`config.mk`:
```
export PLATFORM = sky130hd
export DESIGN_NAME = msh_modbus_slave
export DESIGN_NICKNAME = d
export VERILOG_FILES = /design/src/verilog/msh_modbus_slave_fix.v /design/src/verilog/msh_crc16.v /design/src/verilog/msh_byte_order.v /design/src/verilog/msh_modbus_slave.v
export VERILOG_INCLUDE_DIRS = /design/src /design/src/verilog
export SDC_FILE = /design/constraint.sdc
export NUM_CORES = 1
export LEC_CHECK = 0
export ABC_AREA = 1
export BUFFER_PORTS_ARGS = -buffer_cell sky130_fd_sc_hd__buf_2
export CAP_MARGIN = 20
export CORE_MARGIN = 5
export CORE_UTILIZATION = 40
export DETAILED_ROUTE_END_ITERATION = 10
export PLACE_DENSITY_LB_ADDON = 0.2
export SLEW_MARGIN = 20
export SYNTH_ARGS = -nofsm -noshare
export SYNTH_HDL_FRONTEND = slang
export SYNTH_SLANG_ARGS = --single-unit
```
`constraint.sdc`:
```
create_clock -name clk -period 3.5 [get_ports clk]
set_clock_uncertainty 0.15 [all_clocks]
set_input_delay 0.175 -clock clk [delete_from_list [all_inputs] [get_ports clk]]
set_output_delay 0.175 -clock clk [all_outputs]
set_load 0.005 [all_outputs]
```
`src/verilog/msh_map.vh`:
```
// constants for the modbus slave request handler
// assumes a byte-framed request stream; included by the crc and handler files
`ifndef MSH_MAP_VH
`define MSH_MAP_VH

// ==========================================
// function codes and reply flags
`define MSH_FC_READ      8'h03
`define MSH_FC_WRITE     8'h10
`define MSH_FC_ERR_FLAG  8'h80

// ==========================================
// register addressing
`define MSH_REG_BASE     16'h0100
`define MSH_CAL_REG      16'h01AA
`define MSH_PARAM_LAST   16'h00E2
`define MSH_RD_CNT_MIN   16'h0002
`define MSH_RD_CNT_MAX   16'h007C
`define MSH_WR_CNT       16'h0002
`define MSH_WR_BCNT      8'h04

// ==========================================
// request body lengths (bytes after the address, before the crc) and buffer size (body plus crc)
`define MSH_RD_LEN       4'h5
`define MSH_WR_LEN       4'hA
`define MSH_BUF_LEN      4'hC

// ==========================================
// exception codes
`define MSH_EXC_FUNC     8'h01
`define MSH_EXC_ADDR     8'h02
`define MSH_EXC_VALUE    8'h03
`define MSH_EXC_FAIL     8'h04

// ==========================================
// calibration state floats and codes
`define MSH_F_MEASURE    32'h00000000
`define MSH_F_CYCLE      32'h3F800000
`define MSH_F_ZERO       32'h40000000
`define MSH_F_SPAN       32'h40400000
`define MSH_CAL_MEASURE  2'h0
`define MSH_CAL_CYCLE    2'h1
`define MSH_CAL_ZERO     2'h2
`define MSH_CAL_SPAN     2'h3

// ==========================================
// crc
`define MSH_CRC_INIT     16'hFFFF
`define MSH_CRC_POLY     16'hA001

`endif

```
`src/verilog/msh_modbus_slave_fix.v`:
```
// holds no logic; the request handler lives in msh_modbus_slave.v

```
`src/verilog/msh_crc16.v`:
```
// running modbus crc over a byte stream
// assumes clr and en are never high together
`timescale 1ns/1ns
`include "msh_map.vh"

module msh_crc16 (
	input  wire        clk,     // system clock
	input  wire        rst_n,   // async reset, active low
	input  wire        clr,     // restart crc
	input  wire        en,      // fold din in
	input  wire [7:0]  din,     // byte
	output reg  [15:0] crc_reg  // crc so far
);

	// ==========================================
	// byte step, reflected polynomial
	function [15:0] step;
		input [15:0] c;
		input [7:0]  d;
		integer      n;
		reg   [15:0] t;
		begin
			t = c ^ {8'h00, d};
			for (n = 0; n < 8; n = n + 1) begin
				if (t[0])
					t = (t >> 1) ^ `MSH_CRC_POLY;
				else
					t = t >> 1;
			end
			step = t;
		end
	endfunction

	always @(posedge clk or negedge rst_n) begin
		if (!rst_n)
			crc_reg <= `MSH_CRC_INIT;
		else if (clr)
			crc_reg <= `MSH_CRC_INIT;
		else if (en)
			crc_reg <= step(crc_reg, din);
	end

endmodule // msh_crc16

```
`src/verilog/msh_byte_order.v`:
```
// assembles four wire bytes into one ieee word
// assumes bytes are given in wire order, b0 first
`timescale 1ns/1ns

module msh_byte_order (
	input  wire [7:0]  b0,         // first byte on the wire
	input  wire [7:0]  b1,         // second byte
	input  wire [7:0]  b2,         // third byte
	input  wire [7:0]  b3,         // fourth byte
	input  wire        big_endian, // 1: msb byte sits last
	output wire [31:0] word        // assembled float
);

	// big setting puts the msb at the right end
	assign word = big_endian ? {b3, b2, b1, b0} : {b0, b1, b2, b3};

endmodule // msh_byte_order

```
`src/verilog/msh_modbus_slave.v`:
```
// modbus slave request handler: read holding and write multiple registers
// assumes a framer on the same clock delivers bytes and a frame-end pulse,
// and a parameter store answers value fetches by handshake
`timescale 1ns/1ns
`include "msh_map.vh"

// Behaviour
// - only function codes 3 and 16 are served
// - serial requests begin with address equal to slave id; tcp has none
// - serial frames end in modbus crc, msb first; tcp has no crc
// - start register is parameter number times two plus 256
// - floats use ieee format with selectable byte order
// - read reply: address, 3, register count, data bytes, crc
// - writes only set calibration state at register 426 count two
// - float 0,1,2,3 select measure, cycle, zero, span
// - write success echoes first six request bytes plus crc
// - error reply: address, function plus 128, exception code, crc
// - exception codes 1 to 3
module msh_modbus_slave (
	input  wire        clk,         // 100 mhz system clock
	input  wire        rst_n,       // async reset, active low
	input  wire [7:0]  slave_id,    // configured serial id
	input  wire        tcp_mode,    // 1: no address, no crc
	input  wire        big_endian,  // 1: float msb byte last on wire
	input  wire [7:0]  rx_data,     // request byte
	input  wire        rx_valid,    // request byte valid
	output wire        rx_ready,    // handler accepts bytes
	input  wire        rx_end,      // frame end pulse
	output reg  [7:0]  tx_data_reg, // reply byte
	output reg         tx_valid_reg,// reply byte valid
	output reg         tx_last_reg, // last byte of reply
	input  wire        tx_ready,    // sink takes byte
	output wire        val_req,     // value fetch request
	output wire [7:0]  val_idx,     // parameter number to fetch
	input  wire        val_ack,     // fetch done
	input  wire [31:0] val_data,    // fetched float
	output reg  [1:0]  cal_state_reg, // calibration state
	output reg         cal_wr_reg   // pulse on state write
);

	// ==========================================
	// states
	localparam [2:0] S_IDLE  = 3'h0;
	localparam [2:0] S_EVAL  = 3'h1;
	localparam [2:0] S_HDR   = 3'h2;
	localparam [2:0] S_FETCH = 3'h3;
	localparam [2:0] S_DATA  = 3'h4;
	localparam [2:0] S_CRC   = 3'h5;

	localparam [1:0] K_READ  = 2'h0;
	localparam [1:0] K_WRITE = 2'h1;
	localparam [1:0] K_ERR   = 2'h2;

	reg  [2:0]  state_reg;
	reg  [7:0]  buf_mem [0:11];
	reg  [3:0]  pos_reg;
	reg         got_addr_reg;
	reg         addr_ok_reg;
	reg         ovf_reg;
	reg  [15:0] crc_p1_reg;
	reg  [15:0] crc_p2_reg;
	reg  [1:0]  kind_reg;
	reg  [7:0]  fc_reg;
	reg  [7:0]  exc_reg;
	reg  [15:0] cnt_reg;
	reg  [7:0]  idx_reg;
	reg  [6:0]  left_reg;
	reg  [31:0] word_reg;
	reg  [2:0]  i_reg;
	reg  [1:0]  k_reg;
	reg  [7:0]  tx_byte;
	reg         last_now;

	wire        rx_take;
	wire [15:0] rx_crc;
	wire [15:0] tx_crc;
	wire        load;
	wire [31:0] wr_word;
	wire [7:0]  fc;
	wire [15:0] st;
	wire [15:0] cnt;
	wire [15:0] pidx;
	wire [15:0] plast;
	wire [3:0]  blen;
	wire        crc_ok;
	wire        sending;
	wire [2:0]  hdr_end;
	wire        tx_crc_en;

	assign rx_ready = (state_reg == S_IDLE);
	assign rx_take  = rx_valid & rx_ready;
	assign fc       = buf_mem[0];
	assign st       = {buf_mem[1], buf_mem[2]};
	assign cnt      = {buf_mem[3], buf_mem[4]};
	assign pidx     = (st - `MSH_REG_BASE) >> 1;
	// last value of a consecutive run
	assign plast    = pidx + (cnt >> 1) - 16'h0001;
	assign blen     = tcp_mode ? pos_reg : (pos_reg - 4'h2);
	// crc over all but the last two bytes, msb first
	assign crc_ok   = (pos_reg >= 4'h2) &&
	                  ({buf_mem[pos_reg - 4'h2], buf_mem[pos_reg - 4'h1]} == crc_p2_reg);

	// ==========================================
	// byte order and crc engines
	// write data assembled per byte order
	msh_byte_order u_order (
		.b0         (buf_mem[6]),
		.b1         (buf_mem[7]),
		.b2         (buf_mem[8]),
		.b3         (buf_mem[9]),
		.big_endian (big_endian),
		.word       (wr_word)
	);

	msh_crc16 u_rx_crc (
		.clk     (clk),
		.rst_n   (rst_n),
		.clr     (state_reg == S_EVAL),
		.en      (rx_take),
		.din     (rx_data),
		.crc_reg (rx_crc)
	);

	msh_crc16 u_tx_crc (
		.clk     (clk),
		.rst_n   (rst_n),
		.clr     (state_reg == S_EVAL),
		.en      (tx_crc_en),
		.din     (tx_byte),
		.crc_reg (tx_crc)
	);

	// ==========================================
	// receive side
	always @(posedge clk or negedge rst_n) begin
		if (!rst_n) begin
			pos_reg      <= 4'h0;
			got_addr_reg <= 1'b0;
			addr_ok_reg  <= 1'b0;
			ovf_reg      <= 1'b0;
			crc_p1_reg   <= `MSH_CRC_INIT;
			crc_p2_reg   <= `MSH_CRC_INIT;
		end else if (state_reg == S_EVAL) begin
			pos_reg      <= 4'h0;
			got_addr_reg <= 1'b0;
			ovf_reg      <= 1'b0;
		end else if (rx_take) begin
			// history so the crc before the crc field is at hand
			crc_p1_reg <= rx_crc;
			crc_p2_reg <= crc_p1_reg;
			// first serial byte is the slave address
			if (!tcp_mode && !got_addr_reg) begin
				got_addr_reg <= 1'b1;
				addr_ok_reg  <= (rx_data == slave_id);
			end else if (pos_reg < `MSH_BUF_LEN) begin
				pos_reg <= pos_reg + 4'h1;
			end else begin
				ovf_reg <= 1'b1;
			end
		end
	end

	// buffer has no reset; pos_reg guards its use
	always @(posedge clk) begin
		if (rx_take && (tcp_mode || got_addr_reg) && (pos_reg < `MSH_BUF_LEN))
			buf_mem[pos_reg] <= rx_data;
	end

	// ==========================================
	// reply byte choice
	function [7:0] pick;
		input [31:0] w;
		input [1:0]  k;
		input        be;
		begin
			if (be)
				pick = w[8 * k +: 8];
			else
				pick = w[31 - 8 * k -: 8];
		end
	endfunction

	always @* begin
		tx_byte  = 8'h00;
		last_now = 1'b0;
		case (state_reg)
		S_HDR: begin
			if (i_reg == 3'h0)
				tx_byte = slave_id;
			else if (i_reg == 3'h1)
				tx_byte = fc_reg;
			else if (kind_reg == K_ERR)
				tx_byte = exc_reg;
			else if (kind_reg == K_READ)
				tx_byte = (i_reg == 3'h2) ? cnt_reg[15:8] : cnt_reg[7:0];
			else
				tx_byte = buf_mem[i_reg - 3'h1];
			last_now = tcp_mode && (i_reg == hdr_end) && (kind_reg != K_READ);
		end
		S_DATA: begin
			tx_byte  = pick(word_reg, k_reg, big_endian);
			last_now = tcp_mode && (k_reg == 2'h3) && (left_reg == 7'h01);
		end
		S_CRC: begin
			tx_byte  = (i_reg == 3'h0) ? tx_crc[15:8] : tx_crc[7:0];
			last_now = (i_reg != 3'h0);
		end
		default: begin
			tx_byte  = 8'h00;
			last_now = 1'b0;
		end
		endcase
	end

	// read header ends after count; echo ends at sixth byte
	// error header ends after exception code
	assign hdr_end   = (kind_reg == K_READ) ? 3'h3 :
	                   (kind_reg == K_WRITE) ? 3'h5 : 3'h2;
	assign sending   = (state_reg == S_HDR) || (state_reg == S_DATA) ||
	                   (state_reg == S_CRC);
	assign load      = sending && (!tx_valid_reg || tx_ready);
	assign tx_crc_en = load && (state_reg != S_CRC);
	assign val_req   = (state_reg == S_FETCH);
	assign val_idx   = idx_reg;

	always @(posedge clk or negedge rst_n) begin
		if (!rst_n) begin
			tx_valid_reg <= 1'b0;
			tx_data_reg  <= 8'h00;
			tx_last_reg  <= 1'b0;
		end else if (load) begin
			tx_valid_reg <= 1'b1;
			tx_data_reg  <= tx_byte;
			tx_last_reg  <= last_now;
		end else if (tx_ready) begin
			tx_valid_reg <= 1'b0;
			tx_last_reg  <= 1'b0;
		end
	end

	// ==========================================
	// control
	always @(posedge clk or negedge rst_n) begin
		if (!rst_n) begin
			state_reg     <= S_IDLE;
			kind_reg      <= K_ERR;
			fc_reg        <= 8'h00;
			exc_reg       <= 8'h00;
			cnt_reg       <= 16'h0000;
			idx_reg       <= 8'h00;
			left_reg      <= 7'h00;
			word_reg      <= 32'h00000000;
			i_reg         <= 3'h0;
			k_reg         <= 2'h0;
			cal_state_reg <= `MSH_CAL_MEASURE;
			cal_wr_reg    <= 1'b0;
		end else begin
			cal_wr_reg <= 1'b0;
			case (state_reg)
			S_IDLE: begin
				if (rx_ready && rx_end)
					state_reg <= S_EVAL;
			end
			S_EVAL: begin
				fc_reg   <= fc | `MSH_FC_ERR_FLAG;
				kind_reg <= K_ERR;
				cnt_reg  <= cnt;
				idx_reg  <= pidx[7:0];
				left_reg <= cnt[7:1];
				i_reg    <= tcp_mode ? 3'h1 : 3'h0;
				state_reg <= S_HDR;
				// drop foreign, corrupt or malformed frames
				if (ovf_reg || blen == 4'h0 || pos_reg < (tcp_mode ? 4'h1 : 4'h3) ||
				    (!tcp_mode && (!addr_ok_reg || !crc_ok))) begin
					state_reg <= S_IDLE;
				end else if (fc == `MSH_FC_READ) begin
					if (blen != `MSH_RD_LEN)
						state_reg <= S_IDLE;
					else if (cnt < `MSH_RD_CNT_MIN || cnt > `MSH_RD_CNT_MAX || cnt[0])
						exc_reg <= `MSH_EXC_VALUE;
					// start must map onto a parameter run
					else if (st < `MSH_REG_BASE || st[0] || plast > `MSH_PARAM_LAST)
						exc_reg <= `MSH_EXC_ADDR;
					else begin
						kind_reg <= K_READ;
						fc_reg   <= `MSH_FC_READ;
					end
				end else if (fc == `MSH_FC_WRITE) begin
					if (blen != `MSH_WR_LEN)
						state_reg <= S_IDLE;
					else if (cnt != `MSH_WR_CNT || buf_mem[5] != `MSH_WR_BCNT)
						exc_reg <= `MSH_EXC_VALUE;
					// only the calibration register is writable
					else if (st != `MSH_CAL_REG)
						exc_reg <= `MSH_EXC_ADDR;
					else begin
						kind_reg   <= K_WRITE;
						fc_reg     <= `MSH_FC_WRITE;
						cal_wr_reg <= 1'b1;
						case (wr_word)
						`MSH_F_MEASURE: cal_state_reg <= `MSH_CAL_MEASURE;
						`MSH_F_CYCLE:   cal_state_reg <= `MSH_CAL_CYCLE;
						`MSH_F_ZERO:    cal_state_reg <= `MSH_CAL_ZERO;
						`MSH_F_SPAN:    cal_state_reg <= `MSH_CAL_SPAN;
						default: begin
							kind_reg   <= K_ERR;
							fc_reg     <= fc | `MSH_FC_ERR_FLAG;
							exc_reg    <= `MSH_EXC_VALUE;
							cal_wr_reg <= 1'b0;
						end
						endcase
					end
				end else begin
					exc_reg <= `MSH_EXC_FUNC;
				end
			end
			S_HDR: begin
				if (load) begin
					if (i_reg != hdr_end)
						i_reg <= i_reg + 3'h1;
					else if (kind_reg == K_READ)
						state_reg <= S_FETCH;
					else begin
						i_reg     <= 3'h0;
						state_reg <= tcp_mode ? S_IDLE : S_CRC;
					end
				end
			end
			S_FETCH: begin
				if (val_ack) begin
					word_reg  <= val_data;
					k_reg     <= 2'h0;
					state_reg <= S_DATA;
				end
			end
			S_DATA: begin
				// four bytes per value in chosen order
				if (load) begin
					k_reg <= k_reg + 2'h1;
					if (k_reg == 2'h3) begin
						left_reg <= left_reg - 7'h01;
						idx_reg  <= idx_reg + 8'h01;
						i_reg    <= 3'h0;
						if (left_reg != 7'h01)
							state_reg <= S_FETCH;
						else
							state_reg <= tcp_mode ? S_IDLE : S_CRC;
					end
				end
			end
			S_CRC: begin
				if (load) begin
					i_reg <= 3'h1;
					if (i_reg != 3'h0)
						state_reg <= S_IDLE;
				end
			end
			default: state_reg <= S_IDLE;
			endcase
		end
	end

endmodule // msh_modbus_slave

```
==> out/results.txt <==
Wire per inst: 19.7 µm
Final WS setup: -0.0207 ns
Met3 track demand over resource: 0.0426
Post-synth EDFFs: 128
Stages on worst setup path: 22
Syn Std Cell Area: 18100 µm²
Finished Core Util: 0.487
Dominant synthesized flop cell: edfxtp_1
Max reg flops: 128
Syn Inst Count: 2243
FMAX: 0.284 GHz
Critical Path AT: 3.79 ns
P per Cell Area: 828 nW/µm²
CP max FO: 3
Max Cap Viol: 0
Final slew viol count: 0
Area after DPL: 19800 µm²
Clk pin slew, worst setup/hold paths: 0.06 ns
CTS Buffer Depth: 3
Fin. Hold Viols: 0
Clock insertion delay at the later pin of the skew report: 0.52 ns
Inserted Clock Buffers: 34
Cell Rows: 77
Sequential-to-total area share from yosys stat: 0.448
Final period util: 1.01
R2R depth: 22
Area delta synth->final: 19.7%
Vias in the first global route: 15987
Synth cell types: 58
Syn. warnings: 0
DR vias: 16797
CP max-delay cell: edfxtp_1
Port buffer count: 78
Layout cells sized above 1: 0.179
Busiest metal layer after global routing: met2
Synth async-reset ratio: 0.566
Worst setup SP type: flop
NumNets Final: 2560
Crit path largest cell delay: 0.41 ns
Fin crit period: 3.52 ns
RePlAce Congestion: 0.943
Initial antenna violation count: 2
Failing checks: setup timing
Rel. slew slack: 0.418
Iter 0 DRT Violations: 1662
CP Class: reg2reg
CP bufs+invs: 4
Hpwl dp: 43.2 mm
Top delay family on crit path: simple AND/OR/NAND/NOR gates
Remaining antenna violation count: 0
Initial Utilization: 0.407
Required time of the critical path: 3.77 ns
TritonCTS clock tree: done
Drt first pass iters: 5
Grt ovf: 0
Root Driver: clkbuf_16
CP endpoint kind: flop
Hold path depth: 4
H-Tree Depth: 2
Met1 Use GR: 0.322
Pwr Total: 17900 µW
Critical path, cell by cell: nor2_2 -> buf_4 -> nand2_2 -> xor2_1 -> ha_1 -> inv_2 -> ha_4 -> a21o_1 -> a21oi_2 -> inv_1 -> a21oi_1 -> nand2_1 -> or2_4 -> a21oi_2 -> nand3_2 -> a21oi_2 -> buf_4 -> nand3_2 -> o21ai_1 -> nand3b_1 -> nand2_1 -> nand2_1
Hold Path Class: in2reg
Post-place setup slack: -0.0763 ns
Largest net degree at the start of global routing: 72
M2 GR Usage: 0.378
First-pass GRT wire length: 91.9 mm
I/O Pins: 79
Final setup violation count: 1
P_leak: 0.00950 µW
Run status: finished with violations
Die W: 223 µm
Syn_area_per_cell: 8.06 µm²
Peak supply drop: 500 µV
Via density: 5.47
Total core area: 44400 µm²
#FFs+latches synth: 295
Clock sink count: 295
Routed wire length: 60.5 mm
Worst Tran Pin Value: 0.865 ns
WHS: 0.0201 ns
Full die area: 49500 µm²
Die Height: 223 µm
DRC viols: 0
GR Util All Layers: 0.234
Final non-filler cell area: 21600 µm²
RSZ-0062 raised after global routing: yes
-- cell families (layout without fill, tap and decap cells) --
kind of cell    count (synthesis)  in the layout  synth area share
simple gates                  849            849             0.206
compound gates                578            578             0.176
buf+inv                       381            586            0.0858
flops                         295            295             0.448
xor+xnor                       64             64            0.0337
fa+ha+maj                      51             51            0.0357
mux                            24             24            0.0150
other cells                     1             33          0.000208
-- per-stage QoR --
| step | TNS, ns | instances |
|---|---|---|
| after floorplan | 0 | 2274 |
| after global placement | -0.00519 | 2960 |
| after detailed placement | -0.111 | 2960 |
| after CTS | -0.000779 | 3065 |
| after global routing | -0.681 | 3072 |
| final | -0.0207 | 3072 |
-- layout by cell type, fill, tap and decap left out, types with 43 or more instances in the layout --
cell,instances
buf_2,77
a21oi_1,172
buf_4,117
edfxtp_1,128
ha_1,43
nand3_1,181
dfrtp_1,101
inv_1,252
nor2_1,158
nand2_1,387
o21ai_0,262
dfstp_2,65
-- worst paths after layout --
path	slack, ns	end	startpoint
worst max-delay path	-0.02	fc_reg[7]	buf_mem[1][2]
max in group asynchronous	2.24	u_tx_crc.crc_reg[10]	rst_n
worst max register to register	-0.02	fc_reg[7]	buf_mem[1][2]
worst min register to register	0.31	crc_p2_reg[14]	crc_p1_reg[14]
min in group asynchronous	0.06	val_idx[7]	rst_n
worst min-delay path	0.02	u_rx_crc.crc_reg[12]	rx_data[5]
-- report_power, final --
group	switching (µW)	internal (µW)	total, µW
logic	5690	3140	8830
clock network	1470	2210	3680
registers	643	4770	5410
total	7810	10100	17900
-- timing repair --
action,4_1_cts,5_1_grt
hold buffers,41,0
pin swaps,6,20
buffers inserted,2,5
setup endpoints to repair,5,17
endpoints found under the hold margin,110,0
gates resized for setup,12,44
gates cloned,0,1
-- per-layer routing --
metal  part of all wire  wire length, µm
met1               0.43            26200
met4              0.034             2040
met3              0.071             4290
met2               0.46            28000
met5                  0                0
-- area by class of cell --
cell class | instances | area, µm²
Multi-Input combinational cell | 1598 | 8720
Timing Repair Buffer | 246 | 1870
Antenna cell | 1 | 2.50
Clock buffer | 49 | 1000
Fill cell | 4350 | 22800
Inverter | 278 | 1050
Sequential cell | 295 | 8110
Clock inverter | 13 | 136
Tap cell | 592 | 741
-- worst reg2reg max path, cell delays in order (launching register included) --
cell and delay [ns]:
edfxtp_1 0.41, nor2_2 0.17, buf_4 0.13, nand2_2 0.04, xor2_1 0.17, ha_1 0.30, inv_2 0.07, ha_4 0.20
a21o_1 0.19, a21oi_2 0.14, inv_1 0.06, a21oi_1 0.14, nand2_1 0.08, or2_4 0.23, a21oi_2 0.14, nand3_2 0.09
a21oi_2 0.12, buf_4 0.15, nand3_2 0.06, o21ai_1 0.14, nand3b_1 0.09, nand2_1 0.10, nand2_1 0.06
-- cell usage after synthesis (5+ instances only) --
cell type  count  area share
a211oi_1       6      0.0025
a21oi_1      181       0.050
a22oi_1       13      0.0054
a31oi_1       17      0.0059
buf_2         45       0.012
buf_4          6      0.0025
clkbuf_1      45      0.0093
clkinv_1       6      0.0012
dfrtp_1      102        0.14
dfstp_2       65       0.095
edfxtp_1     128        0.21
ha_1          50       0.035
inv_1        258       0.054
inv_2         13      0.0027
mux2_2        24       0.015
nand2_1      391       0.081
nand2_2       22      0.0076
nand3_1      185       0.051
nand4_1       23      0.0080
nor2_1       162       0.034
nor2_2         5      0.0017
nor3_1        23      0.0064
nor4_1        20      0.0069
o211ai_1      38       0.016
o21ai_0      267       0.074
o21ai_1       18      0.0050
o221ai_1      12      0.0058
o22ai_1        9      0.0031
or2_2          5      0.0017
xnor2_1       23       0.011
xor2_1        36       0.017
No activity file was read; power rests on OpenSTA's default activity.
